<file path="config.mk">
export PLATFORM = sky130hd
export DESIGN_NAME = fie_fault_irq_cfg
export DESIGN_NICKNAME = d
export VERILOG_FILES = /design/src/fie_crc8_step.v /design/src/fie_sync2.v /design/src/fie_fault_irq_cfg.v
export VERILOG_INCLUDE_DIRS = /design/src /design/src/src
export SDC_FILE = /design/constraint.sdc
export NUM_CORES = 1
export LEC_CHECK = 0
export BUFFER_PORTS_ARGS = -buffer_cell sky130_fd_sc_hd__buf_2
export CAP_MARGIN = 10
export CORE_UTILIZATION = 60
export CTS_CLUSTER_DIAMETER = 200
export DETAILED_ROUTE_END_ITERATION = 12
export PLACE_DENSITY = 0.81
export SETUP_SLACK_MARGIN = 0.5
export SLEW_MARGIN = 40
export SYNTH_ARGS = -nofsm -noshare
export SYNTH_HDL_FRONTEND = slang
export SYNTH_SLANG_ARGS = --single-unit
</file>
<file path="constraint.sdc">
create_clock -name clk_sys_in -period 8.85 [get_ports clk_sys_in]
set_clock_uncertainty 0.1 [all_clocks]
set_input_delay 0.4425 -clock clk_sys_in [delete_from_list [all_inputs] [get_ports clk_sys_in]]
set_output_delay 0.4425 -clock clk_sys_in [all_outputs]
set_load 0.1 [all_outputs]
</file>
<file path="src/fie_cfg_regs.vh">
// Register offsets, field positions and reset values of the fault enable and self-test configuration bank
`ifndef FIE_CFG_REGS_VH
`define FIE_CFG_REGS_VH
`define FIE_ADDR_SELF_TEST_RUN_CONFIG 8'h12
`define FIE_ADDR_FAST_UNDERVOLT_IRQ_ENABLE 8'h13
`define FIE_ADDR_SLOW_UNDERVOLT_IRQ_ENABLE 8'h14
`define FIE_ADDR_FAST_OVERVOLT_IRQ_ENABLE 8'h15
`define FIE_ADDR_SLOW_OVERVOLT_IRQ_ENABLE 8'h16
`define FIE_ADDR_CONTROL_FAULT_IRQ_ENABLE 8'h1B
`define FIE_BIT_ON_POWER_ON_0 0
`define FIE_BIT_ON_POWER_ON_1 1
`define FIE_BIT_ON_SHUTDOWN 2
`define FIE_BIT_MON2 1
`define FIE_BIT_MON3 2
`define FIE_BIT_MON4 3
`define FIE_BIT_PACKET_ERROR 0
`define FIE_BIT_THERMAL_TRIP 2
`define FIE_BIT_RUNTIME_CHECK 4
`define FIE_RESET_VALUE 8'h00
`define FIE_CRC_POLY 8'h07
`define FIE_CRC_INIT 8'hFF
`define FIE_NUM_REGS 6
`endif

</file>
<file path="src/fie_crc8_step.v">
// Serial CRC-8 engine that folds one register byte per cycle into a running value
`timescale 1ns/1ps
`include "fie_cfg_regs.vh"
module fie_crc8_step (
    input wire clk_sys_in,       // System clock
    input wire rstn_in,          // Synchronous reset, active low
    input wire start_in,         // Begin a new pass, restarts from the initial value
    input wire byte_valid_in,    // Byte on byte_in is to be folded in
    input wire [7:0] byte_in,    // Register byte
    output reg [7:0] crc_out     // Running CRC value
);

    // One byte of CRC-8, bitwise MSB first; a loop keeps the logic small
    function [7:0] fie_crc8_byte;
        input [7:0] crc;
        input [7:0] data;
        integer i;
        reg [7:0] c;
        begin
            c = crc ^ data;
            for (i = 0; i < 8; i = i + 1) begin
                if (c[7]) begin
                    c = {c[6:0], 1'b0} ^ `FIE_CRC_POLY;
                end else begin
                    c = {c[6:0], 1'b0};
                end
            end
            fie_crc8_byte = c;
        end
    endfunction

    // Running value
    always @(posedge clk_sys_in) begin
        if (!rstn_in) begin
            crc_out <= `FIE_CRC_INIT;
        end else if (start_in) begin
            crc_out <= `FIE_CRC_INIT;
        end else if (byte_valid_in) begin
            crc_out <= fie_crc8_byte(crc_out, byte_in);
        end
    end

endmodule

</file>
<file path="src/fie_sync2.v">
// Two flip-flop synchroniser for a bundle of asynchronous levels
`timescale 1ns/1ps
module fie_sync2 #(
    parameter WIDTH = 1
) (
    input wire clk_sys_in,           // System clock
    input wire rstn_in,              // Synchronous reset, active low
    input wire [WIDTH-1:0] async_in, // Levels from outside the domain
    output reg [WIDTH-1:0] sync_out  // Synchronised levels
);

    reg [WIDTH-1:0] meta;

    // First stage feeds only the second stage
    always @(posedge clk_sys_in) begin
        if (!rstn_in) begin
            meta <= {WIDTH{1'b0}};
            sync_out <= {WIDTH{1'b0}};
        end else begin
            meta <= async_in;
            sync_out <= meta;
        end
    end

endmodule

</file>
<file path="src/fie_fault_irq_cfg.v">
// Fault interrupt enable and self-test run configuration bank with runtime map CRC check
`timescale 1ns/1ps
`include "fie_cfg_regs.vh"
module fie_fault_irq_cfg (
    input wire clk_sys_in,                   // System clock, 25 MHz
    input wire rstn_in,                      // Synchronous reset, active low
    input wire [7:0] reg_addr_in,            // Register address from the serial bus engine
    input wire reg_wr_in,                    // Write strobe, one cycle
    input wire [7:0] reg_wdata_in,           // Write data
    input wire reg_rd_in,                    // Read strobe, one cycle
    input wire por_done_in,                  // Power-on reset sequence finished, pulse
    input wire shutdown_entry_in,            // Device enters shutdown, pulse
    input wire [2:0] fast_uv_fault_in,       // Fast undervoltage faults, channels 4..2, async
    input wire [2:0] slow_uv_fault_in,       // Slow undervoltage faults, channels 4..2, async
    input wire [2:0] fast_ov_fault_in,       // Fast overvoltage faults, channels 4..2, async
    input wire [2:0] slow_ov_fault_in,       // Slow overvoltage faults, channels 4..2, async
    input wire thermal_trip_in,              // Thermal shutdown event, async
    input wire packet_error_in,              // Packet error check fault, pulse from bus engine
    input wire crc_fault_clear_in,           // Clear of the map check fault status, pulse
    input wire [7:0] flip_inject_in,         // Test corruption of self-test config bits, pulse per bit
    output reg [7:0] reg_rdata_out,          // Read data
    output reg reg_rvalid_out,               // Read data valid, one cycle
    output reg self_test_request_out,        // Request to run the self test, one cycle
    output reg crc_fault_status_out,         // Runtime map check mismatch, sticky
    output reg interrupt_out_n               // Interrupt, active low
);

    // One-hot states of the map check sequencer
    localparam ST_IDLE = 3'b001;
    localparam ST_SCAN = 3'b010;
    localparam ST_DONE = 3'b100;

    // Stored bank, reserved bits kept as written
    reg [7:0] self_test_run_config;
    reg [7:0] fast_undervolt_irq_enable;
    reg [7:0] slow_undervolt_irq_enable;
    reg [7:0] fast_overvolt_irq_enable;
    reg [7:0] slow_overvolt_irq_enable;
    reg [7:0] control_fault_irq_enable;

    // Map check sequencer and reference
    reg [2:0] state;
    reg [2:0] next_state;
    reg [2:0] scan_idx;
    reg [7:0] ref_crc;
    reg ref_stale;
    reg scan_is_ref;
    reg [7:0] scan_byte;

    // Engine result, synchronised pins and decoded strobes
    wire [7:0] crc_now;
    wire [11:0] volt_sync;
    wire thermal_sync;
    wire map_write;
    wire irq_any;

    ////////////////////////////////////////////////////////////////////////////
    // Address decode helper for the scan path, index to register offset
    // Indices past five fold onto the last byte so the case stays complete
    function [7:0] fie_addr_of;
        input [2:0] idx;
        begin
            case (idx)
                3'd0: fie_addr_of = `FIE_ADDR_SELF_TEST_RUN_CONFIG;
                3'd1: fie_addr_of = `FIE_ADDR_FAST_UNDERVOLT_IRQ_ENABLE;
                3'd2: fie_addr_of = `FIE_ADDR_SLOW_UNDERVOLT_IRQ_ENABLE;
                3'd3: fie_addr_of = `FIE_ADDR_FAST_OVERVOLT_IRQ_ENABLE;
                3'd4: fie_addr_of = `FIE_ADDR_SLOW_OVERVOLT_IRQ_ENABLE;
                default: fie_addr_of = `FIE_ADDR_CONTROL_FAULT_IRQ_ENABLE;
            endcase
        end
    endfunction

    // Select a stored byte by address; unmapped addresses read zero
    function [7:0] fie_pick;
        input [7:0] addr;
        input [47:0] regs;
        begin
            case (addr)
                `FIE_ADDR_SELF_TEST_RUN_CONFIG: fie_pick = regs[7:0];
                `FIE_ADDR_FAST_UNDERVOLT_IRQ_ENABLE: fie_pick = regs[15:8];
                `FIE_ADDR_SLOW_UNDERVOLT_IRQ_ENABLE: fie_pick = regs[23:16];
                `FIE_ADDR_FAST_OVERVOLT_IRQ_ENABLE: fie_pick = regs[31:24];
                `FIE_ADDR_SLOW_OVERVOLT_IRQ_ENABLE: fie_pick = regs[39:32];
                `FIE_ADDR_CONTROL_FAULT_IRQ_ENABLE: fie_pick = regs[47:40];
                default: fie_pick = 8'h00;
            endcase
        end
    endfunction

    // Both views put the 12h byte in bits 7:0 and climb by offset, as the pick function expects
    // map_regs feeds the scan, all_regs the read port
    wire [47:0] all_regs = {control_fault_irq_enable, slow_overvolt_irq_enable, fast_overvolt_irq_enable,
                            slow_undervolt_irq_enable, fast_undervolt_irq_enable, self_test_run_config};
    wire [47:0] map_regs = {control_fault_irq_enable, slow_overvolt_irq_enable, fast_overvolt_irq_enable,
                            slow_undervolt_irq_enable, fast_undervolt_irq_enable, self_test_run_config};

    ////////////////////////////////////////////////////////////////////////////
    // Fault pins come from the analog side and another clock, so resync first
    // Packet error, strobes and clear share this clock and skip the delay
    fie_sync2 #(
        .WIDTH(13)
    ) u_sync (
        .clk_sys_in(clk_sys_in),
        .rstn_in(rstn_in),
        .async_in({thermal_trip_in, slow_ov_fault_in, fast_ov_fault_in, slow_uv_fault_in, fast_uv_fault_in}),
        .sync_out({thermal_sync, volt_sync})
    );

    // Only the six mapped places change the map, so only they drop the reference
    assign map_write = reg_wr_in && (fie_pick(reg_addr_in, 48'hFFFF_FFFF_FFFF) != 8'h00);

    ////////////////////////////////////////////////////////////////////////////
    // Register writes; reserved bits are stored like any other bit
    always @(posedge clk_sys_in) begin
        if (!rstn_in) begin
            self_test_run_config <= `FIE_RESET_VALUE;
            fast_undervolt_irq_enable <= `FIE_RESET_VALUE;
            slow_undervolt_irq_enable <= `FIE_RESET_VALUE;
            fast_overvolt_irq_enable <= `FIE_RESET_VALUE;
            slow_overvolt_irq_enable <= `FIE_RESET_VALUE;
            control_fault_irq_enable <= `FIE_RESET_VALUE;
        end else begin
            // Corruption port stands in for an upset; it bypasses the reference update
            // A bus write in the same cycle wins, so the host reads back what it wrote
            self_test_run_config <= self_test_run_config ^ flip_inject_in;
            if (reg_wr_in) begin
                case (reg_addr_in)
                    `FIE_ADDR_SELF_TEST_RUN_CONFIG: self_test_run_config <= reg_wdata_in;
                    `FIE_ADDR_FAST_UNDERVOLT_IRQ_ENABLE: fast_undervolt_irq_enable <= reg_wdata_in;
                    `FIE_ADDR_SLOW_UNDERVOLT_IRQ_ENABLE: slow_undervolt_irq_enable <= reg_wdata_in;
                    `FIE_ADDR_FAST_OVERVOLT_IRQ_ENABLE: fast_overvolt_irq_enable <= reg_wdata_in;
                    `FIE_ADDR_SLOW_OVERVOLT_IRQ_ENABLE: slow_overvolt_irq_enable <= reg_wdata_in;
                    `FIE_ADDR_CONTROL_FAULT_IRQ_ENABLE: control_fault_irq_enable <= reg_wdata_in;
                    default: begin
                    end
                endcase
            end
        end
    end

    ////////////////////////////////////////////////////////////////////////////
    // Read port answers one cycle after the strobe
    // Data holds until the next read; unmapped places answer zero with a valid pulse
    always @(posedge clk_sys_in) begin
        if (!rstn_in) begin
            reg_rdata_out <= 8'h00;
            reg_rvalid_out <= 1'b0;
        end else begin
            reg_rvalid_out <= reg_rd_in;
            if (reg_rd_in) begin
                reg_rdata_out <= fie_pick(reg_addr_in, all_regs);
            end
        end
    end

    ////////////////////////////////////////////////////////////////////////////
    // Self-test request on power-on (either redundant bit) or on shutdown entry
    // Either power-on bit alone is enough, so one upset bit cannot block the test
    wire por_request;
    wire shutdown_request;

    assign por_request = por_done_in && (self_test_run_config[`FIE_BIT_ON_POWER_ON_0] ||
                                         self_test_run_config[`FIE_BIT_ON_POWER_ON_1]);
    assign shutdown_request = shutdown_entry_in && self_test_run_config[`FIE_BIT_ON_SHUTDOWN];

    // One-cycle request pulse per trigger
    always @(posedge clk_sys_in) begin
        if (!rstn_in) begin
            self_test_request_out <= 1'b0;
        end else begin
            self_test_request_out <= por_request || shutdown_request;
        end
    end

    ////////////////////////////////////////////////////////////////////////////
    // Scan sequencer: walks all six bytes back to back, forever, while enabled
    // A mapped write drops the pass at once; the rebuilt reference then covers
    // the new contents, so an intended change never reads as an upset
    always @* begin
        next_state = state;
        case (state)
            ST_IDLE: begin
                if (control_fault_irq_enable[`FIE_BIT_RUNTIME_CHECK] || ref_stale) begin
                    next_state = ST_SCAN;
                end
            end
            ST_SCAN: begin
                if (map_write) begin
                    next_state = ST_IDLE;
                end else if (scan_idx == 3'd5) begin
                    next_state = ST_DONE;
                end
            end
            // One cycle to compare or store, then back to restart the engine
            ST_DONE: next_state = ST_IDLE;
            default: next_state = ST_IDLE;
        endcase
    end

    // Byte fed to the CRC engine
    // Scan order follows the offsets, independent of the read mux
    always @* begin
        scan_byte = fie_pick(fie_addr_of(scan_idx), map_regs);
    end

    // Engine restarts from its initial value whenever the sequencer idles
    fie_crc8_step u_crc (
        .clk_sys_in(clk_sys_in),
        .rstn_in(rstn_in),
        .start_in(state == ST_IDLE),
        .byte_valid_in(state == ST_SCAN),
        .byte_in(scan_byte),
        .crc_out(crc_now)
    );

    ////////////////////////////////////////////////////////////////////////////
    // Reference handling and mismatch flag; set beats clear
    // A pass begun on a stale reference only rebuilds it and never compares
    // Clear loses to a set in the same cycle, so no mismatch is ever lost
    always @(posedge clk_sys_in) begin
        if (!rstn_in) begin
            state <= ST_IDLE;
            scan_idx <= 3'd0;
            ref_crc <= 8'h00;
            ref_stale <= 1'b1;
            scan_is_ref <= 1'b1;
            crc_fault_status_out <= 1'b0;
        end else begin
            state <= next_state;
            if (state == ST_SCAN && next_state == ST_SCAN) begin
                scan_idx <= scan_idx + 3'd1;
            end else begin
                scan_idx <= 3'd0;
            end
            if (state == ST_IDLE && next_state == ST_SCAN) begin
                scan_is_ref <= ref_stale;
            end
            if (map_write) begin
                ref_stale <= 1'b1;
            end else if (state == ST_DONE && scan_is_ref) begin
                ref_stale <= 1'b0;
                ref_crc <= crc_now;
            end
            if (state == ST_DONE && !scan_is_ref && !ref_stale && crc_now != ref_crc) begin
                crc_fault_status_out <= 1'b1;
            end else if (crc_fault_clear_in) begin
                crc_fault_status_out <= 1'b0;
            end
        end
    end

    ////////////////////////////////////////////////////////////////////////////
    // Interrupt: only enabled sources reach the pin, status is independent
    // Each source is masked on its own, so a wrong bit position shows in one term only
    wire fast_uv_hit;
    wire slow_uv_hit;
    wire fast_ov_hit;
    wire slow_ov_hit;
    wire thermal_hit;
    wire packet_hit;
    wire map_check_hit;

    // Enable bits 3..1 line up with synchronised channels 4..2
    assign fast_uv_hit = |(volt_sync[2:0] & fast_undervolt_irq_enable[3:1]);
    assign slow_uv_hit = |(volt_sync[5:3] & slow_undervolt_irq_enable[3:1]);
    assign fast_ov_hit = |(volt_sync[8:6] & fast_overvolt_irq_enable[3:1]);
    assign slow_ov_hit = |(volt_sync[11:9] & slow_overvolt_irq_enable[3:1]);

    // Thermal pin is synchronised; packet error already runs on this clock
    assign thermal_hit = thermal_sync & control_fault_irq_enable[`FIE_BIT_THERMAL_TRIP];
    assign packet_hit = packet_error_in & control_fault_irq_enable[`FIE_BIT_PACKET_ERROR];
    // Status stays set while unmapped; only the pin follows the enable
    assign map_check_hit = crc_fault_status_out & control_fault_irq_enable[`FIE_BIT_RUNTIME_CHECK];

    // Any enabled cause pulls the pin low
    assign irq_any = fast_uv_hit | slow_uv_hit | fast_ov_hit | slow_ov_hit |
                     thermal_hit | packet_hit | map_check_hit;

    // Registered so the pin never glitches
    // Two sync stages plus this register: a pin fault shows three edges later
    always @(posedge clk_sys_in) begin
        if (!rstn_in) begin
            interrupt_out_n <= 1'b1;
        end else begin
            interrupt_out_n <= ~irq_any;
        end
    end

endmodule

</file>
======== Word level (Yosys, flattened, before mapping) ========
Cells that the tools add are included.
word-level totals
  bits of input ports ..................... 45
  word-level logic and storage cells ...... 140
  register bits ........................... 110
cells by class
  $add $sub $neg .......................... 1
  multiplexer cells ....................... 41
  equal/unequal tests ..................... 22
  bitwise operators ....................... 26
  reduce and logical (&&, ||, !) cells .... 31
operator list
  kind                 count
  $mux 8               24
  $eq 8x5->1 const B   12
  $pmux 8 s6           2
  $mux 3               11
  $not 3->3            8
  $pmux 4 s5           1
  $xor 8x8->8          2
  $reduce_and 2->1     7
  $and 3x3->3          4
  $eq 3x2->1 const B   4
  $reduce_or 3->1      4
  $eq 3x3->1 const B   3
  $logic_and 1x1->1    9
  $ne 8x8->1           1
  $reduce_bool 8->1    1
  $eq 3x1->1 const B   2
  $or 1x1->1           6
  $pmux 3 s2           1
  $reduce_or 6->1      1
  $reduce_or 2->1      2
  $add 3x1->3 const B  1
  $and 1x1->1          3
  $logic_not 3->1      1
  $logic_or 1x1->1     3
  4 further kinds      8

======== Logic depth before layout (Yosys ltp) ========
  depth in word-level cells ............... 42
  depth in mapped cells ................... 12
  gate-level depth less buffers ........... 10

======== Hierarchy ========
Synthesis repeated with hierarchy kept, for this count alone.
second synthesis, totals
  cell total of the unflattened synthesis .. 525
  area, all modules ....................... 5104.9 µm²
modules (own cells, without submodules)
  module             times used  area each (µm²)  sequential area each (µm²)  cells each
  fie_fault_irq_cfg  1           3778.6           1521.5                      417
  fie_sync2          1           730.7            520.5                       54
  fie_crc8_step      1           595.6            160.2                       54

======== Worst setup path before layout ========
No wires, ideal clock.
  path kind ............................... register -> register
  from .................................... reg scan_idx[1] (netlist: fie_addr_of.idx[1])
  to ...................................... reg u_crc.crc_out[3]
  buffers on the path ..................... 2
  arrival time ............................ 2.603 ns
  setup time .............................. 0.122 ns
  stages on the path, launching flop included .. 13
  path slack .............................. 6.025 ns
  clock period less this slack ............ 2.825 ns
  cell sequence ........................... dfxtp_1 buf_4 inv_1 ha_1 or2_1 buf_2 and4_1 a221o_1 o21bai_1 xor2_1 xnor2_2 xnor3_1 o32a_1
between the ends
  word-level cells in the longest chain between the ends .. 31
RTL lines
  what                                      line                     RTL
  start: declaration                        fie_fault_irq_cfg.v:44   reg [2:0] scan_idx;
  start signal: assignment                  fie_fault_irq_cfg.v:232  scan_idx <= scan_idx + 3'd1;
  $eq 3x3->1, or another cell as far along  fie_fault_irq_cfg.v:63   case (idx)
  $pmux 4 s5 *                              fie_fault_irq_cfg.v:63
  $eq 8x5->1                                fie_fault_irq_cfg.v:79   case (addr)
  $pmux 8 s6 *                              fie_fault_irq_cfg.v:79
  $xor 8x8->8 *                             fie_crc8_step.v:20       c = crc ^ data;
  $mux 8 *                                  fie_crc8_step.v:38       end else if (byte_valid_in) begin
  $mux 8 *                                  fie_crc8_step.v:36       end else if (start_in) begin
  $mux 8 *                                  fie_crc8_step.v:34       if (!rstn_in) begin
  (+15 left out)                            -
  $mux 8 *                                  fie_crc8_step.v:38
  $mux 8 *                                  fie_crc8_step.v:36
  $mux 8 *                                  fie_crc8_step.v:34
  $not 3->3 (no line)                       -
  $mux 3 *                                  fie_crc8_step.v:22       if (c[7]) begin
  $mux 8 *                                  fie_crc8_step.v:38
  $mux 8 *                                  fie_crc8_step.v:36
  $mux 8 *                                  fie_crc8_step.v:34
  end signal: assignment                    fie_crc8_step.v:35       crc_out <= `FIE_CRC_INIT;
  end signal: assignment                    fie_crc8_step.v:37       crc_out <= `FIE_CRC_INIT;
  end signal: assignment                    fie_crc8_step.v:39       crc_out <= fie_crc8_byte(crc_out, byte_in);
  end: declaration                          fie_crc8_step.v:10       output reg [7:0] crc_out
Mark *: on every way between the ends. The rest lies on a longest branch, timed or not. The select of a mux whose other input is x is not followed.
A chain may end at the register's enable or synchronous reset.

======== Final worst setup path ========
Ends and elaborated chain as after synthesis.

==> results.py <==
metrics = {
    "cells_and_area": {
        "final_nets": 609,
        "antenna_cells": 0,
        "drive_above_1_share": 0.170,
        "syn2layout_area_growth_pct": 9.86,
        "fillers": 653,
        "final_core_util": 0.684,
    },
    "power_and_ir_drop": {
        "p_leak_uw": 0.00230,
        "p_per_area_nw_per_um2": 167,
        "finalPower_uw": 942,
        "peakVddDrop_uv": 97.6,
    },
    "grt": {
        "grt_pass1_vias": 3771,
        "grt_first_pass_wirelength_um": 19100,
        "overflow": 0,
        "antenna_found_initial": 0,
        "grt.total_usage": 0.287,
        "grt_max_degree": 102,
    },
    "clock_tree": {
        "post_cts_buffers": 0,
        "clk_path_buf_depth": 2,
        "cts_tree": "built",
        "post_cts_resized": 0,
        "h-tree-depth": 3,
        "cts_sinks": 110,
        "cts_made_buffers": 9,
        "clk_latency_ns": 0.37,
        "clockRootBuffer": "clkbuf_8",
        "cts_hold_buf": 0,
        "clk_pin_slew_ns": 0.11,
    },
    "die": {
        "rows": 33,
        "ios": 57,
        "start_util": 0.622,
        "coreArea_um2": 8260,
        "dieArea_um2": 8940,
        "dieHeight_um": 94.5,
        "die_width_um": 94.5,
    },
    "synth": {
        "synthMostInstantiatedCell": "dfxtp_1",
        "netlist_area_um2": 5140,
        "yosysTopAreaCell": "dfxtp_1",
        "ys_types": 63,
        "syn-num-nets": 566,
        "synthCells": 516,
        "syn_area_per_cell_um2": 9.96,
        "ys_warn_count": 0,
        "synth.ff_latch_count": 110,
        "synth_common_cells": "110 x dfxtp_1, 62 x mux2i_1, 42 x nor2b_1",
        "ys.flop_type": "dfxtp_1",
        "async_flop_share": 0,
        "netlist.area_leader.share": 0.429,
        "netlist_top_cells_area": "dfxtp_1 43%, mux2i_1 12%, nor2b_1 5.1%",
        "ys_seq_area_frac": 0.429,
        "synth_edf_count": 0,
    },
    "timing": {
        "final-hold-violation-count": 0,
        "finalCritPeriodShare": 0.370,
        "final_max_slew_viol_count": 0,
        "rsz0062_at_grt": "false",
        "finalSetupViolCount": 0,
        "setup_tns_ns": 0,
        "fmax_mhz": 305,
        "fin_crit_ns": 3.27,
        "worst_pin_slew_ns": 0.765,
        "slew_headroom": 0.490,
    },
    "setup_path": {
        "rrSetupSlack_ns": 5.58,
        "crit_path_start_kind": "register",
        "critPathKind": "register to register",
        "path_max_fanout": 12,
        "end_kind": "register",
        "critPathRequiredTime_ns": 9.02,
        "crit_arrival_ns": 3.45,
    },
    "detailed_routing": {
        "drc": 0,
        "drt_pre_antenna_iters": 6,
        "vias_per_cell": 5.97,
        "drt_iter0_drc": 168,
        "wl_per_cell_um": 18.3,
        "drt_wl_total_um": 12200,
        "vias": 3996,
        "drtAntennaViolNets": 0,
    },
    "status": {
        "outcome": "complete, no violations",
    },
    "min_path": {
        "hold_class": "input port to register",
    },
    "run": {
        "maxCapViolations": 0,
    },
    "placement": {
        "place.gp.congestion": 0.960,
        "post-dp-hpwl_um": 9000,
        "io_buffer_count": 56,
    },
}
[cells by family (layout without fill, tap and decap cells)]
kind of cell / count (synthesis) / count (layout) / synth area share
buffers and inverters: 39 / 87 / 0.0304
multiplexers: 64 / 64 / 0.125
XOR/XNOR: 36 / 36 / 0.0711
AND/OR/NAND/NOR: 156 / 156 / 0.175
adder cells (fa/ha/maj): 5 / 5 / 0.0122
flip-flops: 110 / 110 / 0.429
AO/OA/AOI/OAI: 106 / 106 / 0.158
[stage by stage]
stage               cells  instance area (µm²)  hold WS [ns]  setup slack, ns
finish                669                 5650         0.167             5.58
global route          669                 5650         0.160             5.31
CTS                   669                 5650         0.154             5.59
detailed placement    653                 5460         0.318             5.59
global placement      653                 5460         0.314             5.73
floorplan             516                 5140         0.312             6.02
[cell usage in the layout, fill, tap and decap left out, types with 3 or more instances in the layout]
cell | netlist | routed
o21ai_0 | 14 | 14
nor2b_1 | 42 | 42
inv_1 | 12 | 12
buf_2 | 2 | 56
nand2_1 | 35 | 35
xor2_1 | 11 | 11
clkbuf_8 | 0 | 9
a22oi_1 | 8 | 8
o22ai_1 | 8 | 8
mux2i_1 | 62 | 62
o221ai_1 | 5 | 5
nand2b_1 | 3 | 3
nor2_1 | 12 | 12
xnor2_1 | 20 | 20
o211a_1 | 8 | 8
dfxtp_1 | 110 | 110
and2_1 | 28 | 28
a21boi_0 | 9 | 9
a221oi_1 | 10 | 10
buf_4 | 2 | 3
ha_1 | 5 | 5
a222oi_1 | 3 | 3
a21oi_1 | 17 | 17
nand3_1 | 13 | 13
[critical path: stages, from the launching register on]
cell	delay (ns)
dfxtp_1	0.63
inv_1	0.18
ha_1	0.30
nand2_1	0.12
o31ai_1	0.11
a222oi_1	0.36
nor2_1	0.07
a311oi_1	0.39
xnor2_1	0.27
xnor3_1	0.48
o32a_1	0.17
[state kept, by name, summed over array words and instances, names as in the netlist]
name	count
fast_overvolt_irq_enable	8
self_test_request_out	1
control_fault_irq_enable	8
u_sync.sync_out	13
reg_rvalid_out	1
state	3
reg_rdata_out	8
fie_addr_of.idx	3
u_sync.meta	13
crc_fault_status_out	1
ref_stale	1
ref_crc	8
slow_undervolt_irq_enable	8
self_test_run_config	8
scan_is_ref	1
interrupt_out_n	1
fast_undervolt_irq_enable	8
slow_overvolt_irq_enable	8
u_crc.crc_out	8
[per-layer routing]
| layer | GRT usage | vias up | wire (µm) | part of all wire |
|---|---|---|---|---|
| met1 | 0.348 | 1893 | 5270 | 0.43 |
| met2 | 0.495 | 151 | 5840 | 0.48 |
| met4 | 0.145 | 0 | 462 | 0.038 |
| li1 | - | 1917 | - | - |
| met3 | 0.0427 | 35 | 645 | 0.053 |
| met5 | 0 | - | 0 | 0 |
[power breakdown]
| group | internal, µW | total (µW) | switching, µW |
|---|---|---|---|
| logic | 58.6 | 134 | 75.1 |
| clock network | 108 | 286 | 178 |
| registers | 510 | 522 | 12.1 |
| total | 676 | 942 | 265 |
[worst paths after layout]
path | from | endpoint | depth (start not counted)
worst min-delay path | slow_uv_fault_in[1] | u_sync.meta[4] | 2
worst max-delay path | fie_addr_of.idx[1] | u_crc.crc_out[3] | 10
worst max register to register | fie_addr_of.idx[1] | u_crc.crc_out[3] | 10
worst min register to register | u_sync.meta[7] | u_sync.sync_out[7] | 1
[cell type report]
cell class                 instances  area, µm²  share of cell area
timing repair buffer              59        303              0.0536
inverter                          12       45.0             0.00798
sequential                       110       2200               0.390
multi-input combinational        367       2780               0.492
clock inverter                     6       56.3             0.00997
clock buffer                      10        128              0.0226
tap                              105        131              0.0233
Note: power is estimated with default switching activity, not from simulation.
